===== config.mk =====
export PLATFORM = sky130hd
export DESIGN_NAME = bridge_cfg_header
export DESIGN_NICKNAME = d
export VERILOG_FILES = /design/src/hw/bridge_cfg_pkg.sv /design/src/hw/sticky_flag.sv /design/src/hw/io_window_match.sv /design/src/hw/bridge_cfg_header.sv
export SDC_FILE = /design/constraint.sdc
export NUM_CORES = 1
export LEC_CHECK = 0
export ABC_AREA = 1
export BUFFER_PORTS_ARGS = -buffer_cell sky130_fd_sc_hd__buf_2
export CORE_MARGIN = 3
export CORE_UTILIZATION = 55
export CTS_CLUSTER_DIAMETER = 60
export DETAILED_ROUTE_END_ITERATION = 7
export PLACE_DENSITY = 0.84
export SYNTH_ARGS = -nofsm -noshare
export SYNTH_HDL_FRONTEND = slang
export SYNTH_SLANG_ARGS = --single-unit

===== constraint.sdc =====
create_clock -name ref_clk_i -period 3.6 [get_ports ref_clk_i]
set_clock_uncertainty 0.15 [all_clocks]
set_input_delay 1.08 -clock ref_clk_i [delete_from_list [all_inputs] [get_ports ref_clk_i]]
set_output_delay 1.08 -clock ref_clk_i [all_outputs]
set_load 0.1 [all_outputs]

===== src/hw/bridge_cfg_pkg.sv =====
package bridge_cfg_pkg;

  // configuration byte offsets
  localparam logic [7:0] OFS_SUBCLASS = 8'h0a;
  localparam logic [7:0] OFS_BASE_CLASS = 8'h0b;
  localparam logic [7:0] OFS_HEADER = 8'h0e;
  localparam logic [7:0] OFS_UP_BUS = 8'h18;
  localparam logic [7:0] OFS_DOWN_BUS = 8'h19;
  localparam logic [7:0] OFS_HIGH_BUS = 8'h1a;
  localparam logic [7:0] OFS_TENURE = 8'h1b;
  localparam logic [7:0] OFS_IO_START = 8'h1c;
  localparam logic [7:0] OFS_IO_END = 8'h1d;
  localparam logic [7:0] OFS_ERR_LO = 8'h1e;
  localparam logic [7:0] OFS_ERR_HI = 8'h1f;
  localparam logic [7:0] OFS_BRIDGE_CTRL = 8'h3e;

  // constant and reset values
  localparam logic [7:0] SUBCLASS_VAL = 8'h04;
  localparam logic [7:0] BASE_CLASS_VAL = 8'h06;
  localparam logic [7:0] HEADER_VAL = 8'h01;
  localparam logic [7:0] UP_BUS_VAL = 8'h00;
  localparam logic [7:0] DOWN_BUS_RST = 8'h00;
  localparam logic [7:0] HIGH_BUS_RST = 8'h00;
  localparam logic [4:0] TENURE_RST = 5'h00;
  localparam logic [3:0] IO_START_RST = 4'hf;
  localparam logic [3:0] IO_END_RST = 4'h0;
  localparam logic [15:0] ERR_FLAGS_RST = 16'h02a0;
  localparam logic [15:0] ERR_FIXED_MASK = 16'h02a0;
  localparam logic [7:0] UNMAPPED_VAL = 8'h00;
  localparam logic PAR_RESP_RST = 1'b0;
  localparam logic [7:0] RDATA_RST = 8'h00;

  // field positions
  localparam int TENURE_LSB = 3;
  localparam int IO_FIELD_LSB = 4;
  localparam int ERR_PARITY_BIT = 15;
  localparam int ERR_SYSERR_BIT = 14;
  localparam int ERR_MABORT_BIT = 13;
  localparam int ERR_TABORT_BIT = 12;
  localparam int ERR_INIT_PAR_BIT = 8;
  localparam int PAR_RESP_BIT = 0;

  // io window fill of the low address bits
  localparam logic [11:0] IO_START_FILL = 12'h000;
  localparam logic [11:0] IO_END_FILL = 12'hfff;

  localparam int NUM_FLAGS = 5;

endpackage


===== src/hw/sticky_flag.sv =====
`timescale 1ns/100ps
`default_nettype none

module sticky_flag (
  // clock and reset
  input wire logic clk_i,
  input wire logic rst_n_i,
  // event and software clear
  input wire logic set_i,
  input wire logic clear_i,
  // state
  output logic flag_o
);

  logic flag_q;
  logic flag_d;

  // set wins over a clear in the same cycle so no event is lost
  assign flag_d = set_i | (flag_q & ~clear_i);

  always_ff @(posedge clk_i or negedge rst_n_i) begin
    if (!rst_n_i) begin
      flag_q <= 1'b0;
    end else begin
      flag_q <= flag_d;
    end
  end

  assign flag_o = flag_q;

endmodule

`default_nettype wire


===== src/hw/io_window_match.sv =====
`timescale 1ns/100ps
`default_nettype none

module io_window_match
  import bridge_cfg_pkg::*;
(
  // window fields
  input wire logic [3:0] start_field_i,
  input wire logic [3:0] end_field_i,
  // address under test
  input wire logic [15:0] addr_i,
  // decision
  output logic hit_o
);

  logic [15:0] win_lo;
  logic [15:0] win_hi;
  logic above_lo;
  logic below_hi;

  assign win_lo = {start_field_i, IO_START_FILL};
  assign win_hi = {end_field_i, IO_END_FILL};
  assign above_lo = (addr_i >= win_lo);
  assign below_hi = (addr_i <= win_hi);
  // an inverted window (start above end) can never satisfy both compares
  assign hit_o = above_lo & below_hi;

endmodule

`default_nettype wire


===== src/hw/bridge_cfg_header.sv =====
// Contract
// - sub-class byte reads 04h, read-only
// - base class byte reads 06h, read-only
// - header layout reads 01h, no storage
// - upstream bus number hardwired to 00h
// - downstream bus number read/write, reset 00h
// - highest bus below read/write, reset 00h
// - tenure count bits 7:3, zero disables
// - forward io inside start..end inclusive
// - start bits 7:4 give A15:12, low zero
// - end bits 7:4 give A15:12, low FFFh
// - only upper nibble of window bytes writable
// - bit 15 set on any port parity error
// - bit 14 set on port system error
// - bit 13 set on master abort
// - bit 12 set on target abort
// - bit 8 needs perr, initiator, enable
// - flags clear by writing one only
// - error register resets 02A0h, reserved read-only
// - parity response enable is 3Eh bit 0
`timescale 1ns/100ps
`default_nettype none

module bridge_cfg_header
  import bridge_cfg_pkg::*;
(
  // clock and reset
  input wire logic ref_clk_i,
  input wire logic rst_n_i,
  // configuration access, one byte per request
  input wire logic cfg_wr_i,
  input wire logic cfg_rd_i,
  input wire logic [7:0] cfg_addr_i,
  input wire logic [7:0] cfg_wdata_i,
  output logic [7:0] cfg_rdata_o,
  output logic cfg_rvalid_o,
  // processor io routing
  input wire logic io_req_i,
  input wire logic [15:0] io_addr_i,
  output logic io_fwd_o,
  output logic io_done_o,
  // graphics port events
  input wire logic port_parity_err_i,
  input wire logic port_syserr_i,
  input wire logic port_master_abort_i,
  input wire logic port_target_abort_i,
  input wire logic port_perr_seen_i,
  input wire logic port_initiator_i,
  // settings to the port logic
  output logic [7:0] downstream_bus_number_o,
  output logic [7:0] highest_bus_below_o,
  output logic [4:0] port_tenure_count_o,
  output logic port_tenure_enable_o,
  output logic port_parity_response_enable_o
);

  // reset release synchroniser
  logic rst_meta_q;
  logic rst_sync_q;

  // assertion takes effect at once; only the release waits for two edges
  always_ff @(posedge ref_clk_i or negedge rst_n_i) begin
    if (!rst_n_i) begin
      rst_meta_q <= 1'b0;
    end else begin
      rst_meta_q <= 1'b1;
    end
  end

  always_ff @(posedge ref_clk_i or negedge rst_n_i) begin
    if (!rst_n_i) begin
      rst_sync_q <= 1'b0;
    end else begin
      rst_sync_q <= rst_meta_q;
    end
  end

  logic rst_n;
  assign rst_n = rst_sync_q;

  // storage
  // only the writable bits of each register are stored
  logic [7:0] down_bus_q;
  logic [7:0] high_bus_q;
  logic [4:0] tenure_q;
  logic [3:0] io_start_q;
  logic [3:0] io_end_q;
  logic par_resp_q;

  // address decode
  // a read in the same cycle as a write still sees the old value
  logic hit_down_bus;
  logic hit_high_bus;
  logic hit_tenure;
  logic hit_io_start;
  logic hit_io_end;
  logic hit_err_hi;
  logic hit_bridge_control_reg;

  assign hit_down_bus = (cfg_addr_i == OFS_DOWN_BUS);
  assign hit_high_bus = (cfg_addr_i == OFS_HIGH_BUS);
  assign hit_tenure = (cfg_addr_i == OFS_TENURE);
  assign hit_io_start = (cfg_addr_i == OFS_IO_START);
  assign hit_io_end = (cfg_addr_i == OFS_IO_END);
  assign hit_err_hi = (cfg_addr_i == OFS_ERR_HI);
  assign hit_bridge_control_reg = (cfg_addr_i == OFS_BRIDGE_CTRL);

  logic wr_down_bus;
  logic wr_high_bus;
  logic wr_tenure;
  logic wr_io_start;
  logic wr_io_end;
  logic wr_err_hi;
  logic wr_bridge_control_reg;

  assign wr_down_bus = cfg_wr_i & hit_down_bus;
  assign wr_high_bus = cfg_wr_i & hit_high_bus;
  assign wr_tenure = cfg_wr_i & hit_tenure;
  assign wr_io_start = cfg_wr_i & hit_io_start;
  assign wr_io_end = cfg_wr_i & hit_io_end;
  assign wr_err_hi = cfg_wr_i & hit_err_hi;
  assign wr_bridge_control_reg = cfg_wr_i & hit_bridge_control_reg;

  // next values: a write replaces the field, otherwise it holds
  logic [7:0] down_bus_d;
  logic [7:0] high_bus_d;
  logic [4:0] tenure_d;
  logic [3:0] io_start_d;
  logic [3:0] io_end_d;
  logic par_resp_d;

  assign down_bus_d = wr_down_bus ? cfg_wdata_i : down_bus_q;
  assign high_bus_d = wr_high_bus ? cfg_wdata_i : high_bus_q;
  // the low three bits are not kept, so they read back as zero
  assign tenure_d = wr_tenure ? cfg_wdata_i[7:TENURE_LSB] : tenure_q;
  // the reserved low nibble is dropped here and never stored
  assign io_start_d = wr_io_start ? cfg_wdata_i[7:IO_FIELD_LSB] : io_start_q;
  assign io_end_d = wr_io_end ? cfg_wdata_i[7:IO_FIELD_LSB] : io_end_q;
  // only the parity response bit of the bridge control byte is kept
  assign par_resp_d = wr_bridge_control_reg ? cfg_wdata_i[PAR_RESP_BIT] : par_resp_q;

  // one short block per register keeps each reset value beside its flop
  always_ff @(posedge ref_clk_i or negedge rst_n) begin
    if (!rst_n) begin
      down_bus_q <= DOWN_BUS_RST;
    end else begin
      down_bus_q <= down_bus_d;
    end
  end

  always_ff @(posedge ref_clk_i or negedge rst_n) begin
    if (!rst_n) begin
      high_bus_q <= HIGH_BUS_RST;
    end else begin
      high_bus_q <= high_bus_d;
    end
  end

  always_ff @(posedge ref_clk_i or negedge rst_n) begin
    if (!rst_n) begin
      tenure_q <= TENURE_RST;
    end else begin
      tenure_q <= tenure_d;
    end
  end

  always_ff @(posedge ref_clk_i or negedge rst_n) begin
    if (!rst_n) begin
      io_start_q <= IO_START_RST;
    end else begin
      io_start_q <= io_start_d;
    end
  end

  always_ff @(posedge ref_clk_i or negedge rst_n) begin
    if (!rst_n) begin
      io_end_q <= IO_END_RST;
    end else begin
      io_end_q <= io_end_d;
    end
  end

  always_ff @(posedge ref_clk_i or negedge rst_n) begin
    if (!rst_n) begin
      par_resp_q <= PAR_RESP_RST;
    end else begin
      par_resp_q <= par_resp_d;
    end
  end

  // error flags: index 0..4 map to bits 15,14,13,12,8
  logic [NUM_FLAGS-1:0] flag_set;
  logic [NUM_FLAGS-1:0] flag_clr;
  logic [NUM_FLAGS-1:0] flag_val;

  assign flag_set[0] = port_parity_err_i;
  assign flag_set[1] = port_syserr_i;
  assign flag_set[2] = port_master_abort_i;
  assign flag_set[3] = port_target_abort_i;
  // only counts when the bridge itself started the failing cycle
  assign flag_set[4] = port_perr_seen_i & port_initiator_i & par_resp_q;

  // a write of one clears, a write of zero leaves the flag alone
  assign flag_clr[0] = wr_err_hi & cfg_wdata_i[ERR_PARITY_BIT-8];
  assign flag_clr[1] = wr_err_hi & cfg_wdata_i[ERR_SYSERR_BIT-8];
  assign flag_clr[2] = wr_err_hi & cfg_wdata_i[ERR_MABORT_BIT-8];
  assign flag_clr[3] = wr_err_hi & cfg_wdata_i[ERR_TABORT_BIT-8];
  assign flag_clr[4] = wr_err_hi & cfg_wdata_i[ERR_INIT_PAR_BIT-8];

  // one sticky cell per flag; the constant ones bits are never stored
  genvar gi;
  generate
    for (gi = 0; gi < NUM_FLAGS; gi++) begin : g_flag
      sticky_flag u_flag (
        .clk_i(ref_clk_i),
        .rst_n_i(rst_n),
        .set_i(flag_set[gi]),
        .clear_i(flag_clr[gi]),
        .flag_o(flag_val[gi])
      );
    end
  endgenerate

  logic [15:0] err_word;
  always_comb begin
    err_word = ERR_FIXED_MASK;
    err_word[ERR_PARITY_BIT] = flag_val[0];
    err_word[ERR_SYSERR_BIT] = flag_val[1];
    err_word[ERR_MABORT_BIT] = flag_val[2];
    err_word[ERR_TABORT_BIT] = flag_val[3];
    err_word[ERR_INIT_PAR_BIT] = flag_val[4];
  end

  // read mux
  // unmapped offsets read as zero and take no writes
  logic [7:0] rd_mux;
  always_comb begin
    unique case (cfg_addr_i)
      OFS_SUBCLASS: rd_mux = SUBCLASS_VAL;
      OFS_BASE_CLASS: rd_mux = BASE_CLASS_VAL;
      OFS_HEADER: rd_mux = HEADER_VAL;
      OFS_UP_BUS: rd_mux = UP_BUS_VAL;
      OFS_DOWN_BUS: rd_mux = down_bus_q;
      OFS_HIGH_BUS: rd_mux = high_bus_q;
      OFS_TENURE: rd_mux = {tenure_q, 3'h0};
      OFS_IO_START: rd_mux = {io_start_q, 4'h0};
      OFS_IO_END: rd_mux = {io_end_q, 4'h0};
      OFS_ERR_LO: rd_mux = err_word[7:0];
      OFS_ERR_HI: rd_mux = err_word[15:8];
      OFS_BRIDGE_CTRL: rd_mux = {7'h00, par_resp_q};
      default: rd_mux = UNMAPPED_VAL;
    endcase
  end

  logic [7:0] rdata_q;
  logic [7:0] rdata_d;
  logic rvalid_q;
  logic rvalid_d;

  // read data holds between reads, so a slow reader still finds it
  assign rdata_d = cfg_rd_i ? rd_mux : rdata_q;
  assign rvalid_d = cfg_rd_i;

  always_ff @(posedge ref_clk_i or negedge rst_n) begin
    if (!rst_n) begin
      rdata_q <= RDATA_RST;
    end else begin
      rdata_q <= rdata_d;
    end
  end

  always_ff @(posedge ref_clk_i or negedge rst_n) begin
    if (!rst_n) begin
      rvalid_q <= 1'b0;
    end else begin
      rvalid_q <= rvalid_d;
    end
  end

  // io routing, registered so the decision leaves from a flop
  // an access in the cycle of a window write still uses the old fields
  logic io_hit;
  io_window_match u_io_win (
    .start_field_i(io_start_q),
    .end_field_i(io_end_q),
    .addr_i(io_addr_i),
    .hit_o(io_hit)
  );

  logic io_fwd_q;
  logic io_fwd_d;
  logic io_done_q;
  logic io_done_d;

  // the answer always comes one cycle after the request, hit or not
  assign io_done_d = io_req_i;
  assign io_fwd_d = io_req_i & io_hit;

  always_ff @(posedge ref_clk_i or negedge rst_n) begin
    if (!rst_n) begin
      io_fwd_q <= 1'b0;
    end else begin
      io_fwd_q <= io_fwd_d;
    end
  end

  always_ff @(posedge ref_clk_i or negedge rst_n) begin
    if (!rst_n) begin
      io_done_q <= 1'b0;
    end else begin
      io_done_q <= io_done_d;
    end
  end

  logic tenure_en_q;
  logic tenure_en_d;

  // a zero count leaves the timer disabled
  assign tenure_en_d = (tenure_q != TENURE_RST);

  always_ff @(posedge ref_clk_i or negedge rst_n) begin
    if (!rst_n) begin
      tenure_en_q <= 1'b0;
    end else begin
      tenure_en_q <= tenure_en_d;
    end
  end

  // every output below leaves straight from a flop
  assign cfg_rdata_o = rdata_q;
  assign cfg_rvalid_o = rvalid_q;
  assign io_fwd_o = io_fwd_q;
  assign io_done_o = io_done_q;
  assign downstream_bus_number_o = down_bus_q;
  assign highest_bus_below_o = high_bus_q;
  assign port_tenure_count_o = tenure_q;
  assign port_tenure_enable_o = tenure_en_q;
  assign port_parity_response_enable_o = par_resp_q;

endmodule

`default_nettype wire


==> impl_metrics.csv <==
group,metric,value,unit
worst_setup_path,required,2.37,ns
floorplan,start_util,0.586,
sta,setup_viol,0,
cts,cts_resized,0,
global_routing,grt_pass1_vias,2247,
floorplan,fp.dieArea,5630,sq um
cts,cts_made_buffers,5,
detailed_routing,drt_iter0_drc,144,
global_routing,grt_max_degree,48,
synth,syn-instance-count,333,
floorplan,fp.coreArea,4470,sq um
cts,clock-sinks,49,
hold_path,hp-class,"reg2reg",
place,place_congestion,0.916,
power,p_per_area,407,nW/um^2
synth,ys_warn_count,0,
detailed_routing,via_per_inst,5.23,
global_routing,grt_first_pass_wirelength,10400,um
worst_setup_path,cp_top_family,"buffers and inverters",
sta,rsz0062_at_grt,"false",
sta,min_period,2.42,ns
sta,hold_ws,0.205,ns
synth,syn_area,2620,sq um
global_routing,grt_use_total,0.243,
sta,drv_slew,0,
synth,synth_cell_type_count,26,
detailed_routing,wl,6260,um
synth,ys_seq_area_frac,0.470,
detailed_routing,post_drt_wl_per_cell,13.5,um
cts,cts-root-buf,"clkbuf_8",
layout,syn_to_final_growth,19.4,%
floorplan,die_h,75.0,um
worst_setup_path,worst-path-buf-inv,1,
worst_setup_path,crit_path_top_delay_cell,"buf_2",
cts,cts.clk_slew.worst_paths,0.09,ns
floorplan,rows,24,
power,power.leakage,0.00172,uW
worst_setup_path,cp_data_arrival_time,1.19,ns
sta,period_share,0.671,
sta,max_freq,414,MHz
layout,antennaDiodeCount,0,
sta,maxSlewHeadroom,0.343,
detailed_routing,drt-pass1-iter-count,4,
layout,nets,462,
worst_setup_path,reg2reg_depth,8,
worst_setup_path,worst_setup_path_start_kind,"flip-flop",
floorplan,die-width,75.0,um
synth,ys_ff_latch,49,
cts,cts_tree,"built",
worst_setup_path,cp.depth,1,
worst_setup_path,cp-end-kind,"output port",
synth,syn_avg_cell_area,7.87,sq um
cts,clock_path_buffers,2,
sta,finalHoldViolations,0,
global_routing,grt_overflow_total,0,
place,portBuffers,76,
flow_run,maxCapViolations,0,
worst_setup_path,worstSetupPathType,"reg2out",
hold_path,min_path_cells,0,
cts,cts_hold_buffers,0,
detailed_routing,drc_errors,0,
worst_setup_path,cpPeakStageDelay,0.46,ns
detailed_routing,vias,2426,
run_status,status,"finished clean",
synth,synthesis.nets,384,
cts,clock_latency,0.30,ns
cts,cts_setup_buffers,0,
cts,htreeDepth,2,
sta,worstMarginPinSlew,0.986,ns
layout,drive_gt1_frac,0.243,
detailed_routing,antenna_left,0,
worst_setup_path,crit_chain,"buf_2",
place,hpwlAfterDp,4870,um
sta,fin_tns_setup,0,ns
worst_setup_path,crit_fanout,3,
global_routing,antenna_found_initial,0,
floorplan,io_pins,77,
power,peakVddDrop,0.355,mV
[stage by stage]
| step | util | cells | setup WS, ns | area [sq um] | total power [uW] |
|---|---|---|---|---|---|
| finish | 0.700 | 464 | 1.18 | 3130 | 1270 |
| global route | 0.700 | 464 | 1.09 | 3130 | 1330 |
| CTS | 0.700 | 464 | 1.18 | 3130 | 1280 |
| detailed placement | 0.678 | 456 | 0.974 | 3030 | 948 |
| global placement | 0.678 | 456 | 1.03 | 3030 | 941 |
| floorplan | - | 333 | 1.38 | 2620 | 865 |
[routing by layer]
layer  wire (um)  track usage  vias to the layer above
met1        2800        0.339                     1121
li1            -            -                     1214
met4         102       0.0711                        0
met3         354       0.0494                       10
met2        3000        0.385                       81
met5           0            0                        -
[flip-flops by register name (all words and copies together), names as in the netlist, 4 cells and up]
name	flops
cfg_rdata_o	8
highest_bus_below_o	8
port_tenure_count_o	5
io_start_q	4
io_end_q	4
downstream_bus_number_o	8
g_flag.u_flag.flag_o	5
[synthesized netlist by cell type]
cell / instances / area (sq um)
nand2_1: 88 / 330
inv_1: 47 / 176
dfrtp_1: 45 / 1130
nand3_1: 39 / 195
nor2_1: 34 / 128
o21ai_0: 27 / 135
ha_1: 8 / 100
nand4_1: 5 / 31.3
o21a_1: 5 / 37.5
dfstp_2: 4 / 105
o21ai_1: 4 / 20.0
o21bai_1: 4 / 30.0
a21oi_1: 3 / 15.0
buf_2: 3 / 15.0
nor4_4: 3 / 63.8
buf_6: 2 / 22.5
inv_2: 2 / 7.51
nor2_4: 2 / 22.5
and2_1: 1 / 6.26
clkbuf_1: 1 / 3.75
conb_1: 1 / 3.75
mux2_2: 1 / 11.3
nand2_2: 1 / 6.26
nor3_1: 1 / 5.00
nor3_4: 1 / 16.3
nor3b_1: 1 / 7.51
[kinds of logic (layout without fill, tap and decap cells)]
| logic type | Yosys count | in the layout | share of synthesized area |
|---|---|---|---|
| other cells | 1 | 1 | 0.00143 |
| fa+ha+maj | 8 | 8 | 0.0382 |
| simple gates | 176 | 176 | 0.310 |
| compound gates | 43 | 43 | 0.0907 |
| flops | 49 | 49 | 0.470 |
| buf+inv | 55 | 134 | 0.0859 |
| mux | 1 | 1 | 0.00430 |
[cell usage in the layout, fill, tap and decap left out, types with 3 or more instances in the layout]
cell type and instances:
inv_1 47, ha_1 8, o21ai_1 4, a21oi_1 3
o21a_1 5, clkbuf_8 6, dfrtp_1 44, dfstp_2 4
o21bai_1 4, nand3_1 39, nand2_1 88, nor2_1 34
nor4_4 3, o21ai_0 27, buf_2 76, nand4_1 5
[layout make-up]
| cell class | count | area (sq um) |
|---|---|---|
| Inverter | 49 | 184 |
| Clock buffer | 6 | 82.6 |
| Multi-Input combinational cell | 229 | 1160 |
| Sequential cell | 49 | 1230 |
| Clock inverter | 2 | 13.8 |
| Fill cell | 372 | 1340 |
| Tap cell | 52 | 65.1 |
| Timing Repair Buffer | 77 | 388 |
[where the power goes]
| part | total (uW) | leakage (uW) | internal [uW] | switching (uW) |
|---|---|---|---|---|
| combinational | 318 | 0.00114 | 63.0 | 255 |
| clock | 335 | 0.0000512 | 156 | 179 |
| sequential | 621 | 0.000527 | 585 | 36.4 |
[final timing paths]
check	start	end	slack (ns)
max reg2reg	io_start_q[3]$_DFFE_PN1P_	io_fwd_o$_DFF_PN0_	1.94
min reg2reg	rst_meta_q$_DFF_PN0_	rst_n$_DFF_PN0_	0.21
max in group asynchronous	rst_n$_DFF_PN0_	port_parity_response_enable_o$_DFFE_PN0P_	2.40
min in group asynchronous	rst_n$_DFF_PN0_	downstream_bus_number_o[4]$_DFFE_PN0P_	0.29
min	rst_meta_q$_DFF_PN0_	rst_n$_DFF_PN0_	0.21
max	port_tenure_count_o[0]$_DFFE_PN0P_	port_tenure_count_o[0]	1.18
(Power assumes the default switching activity.)
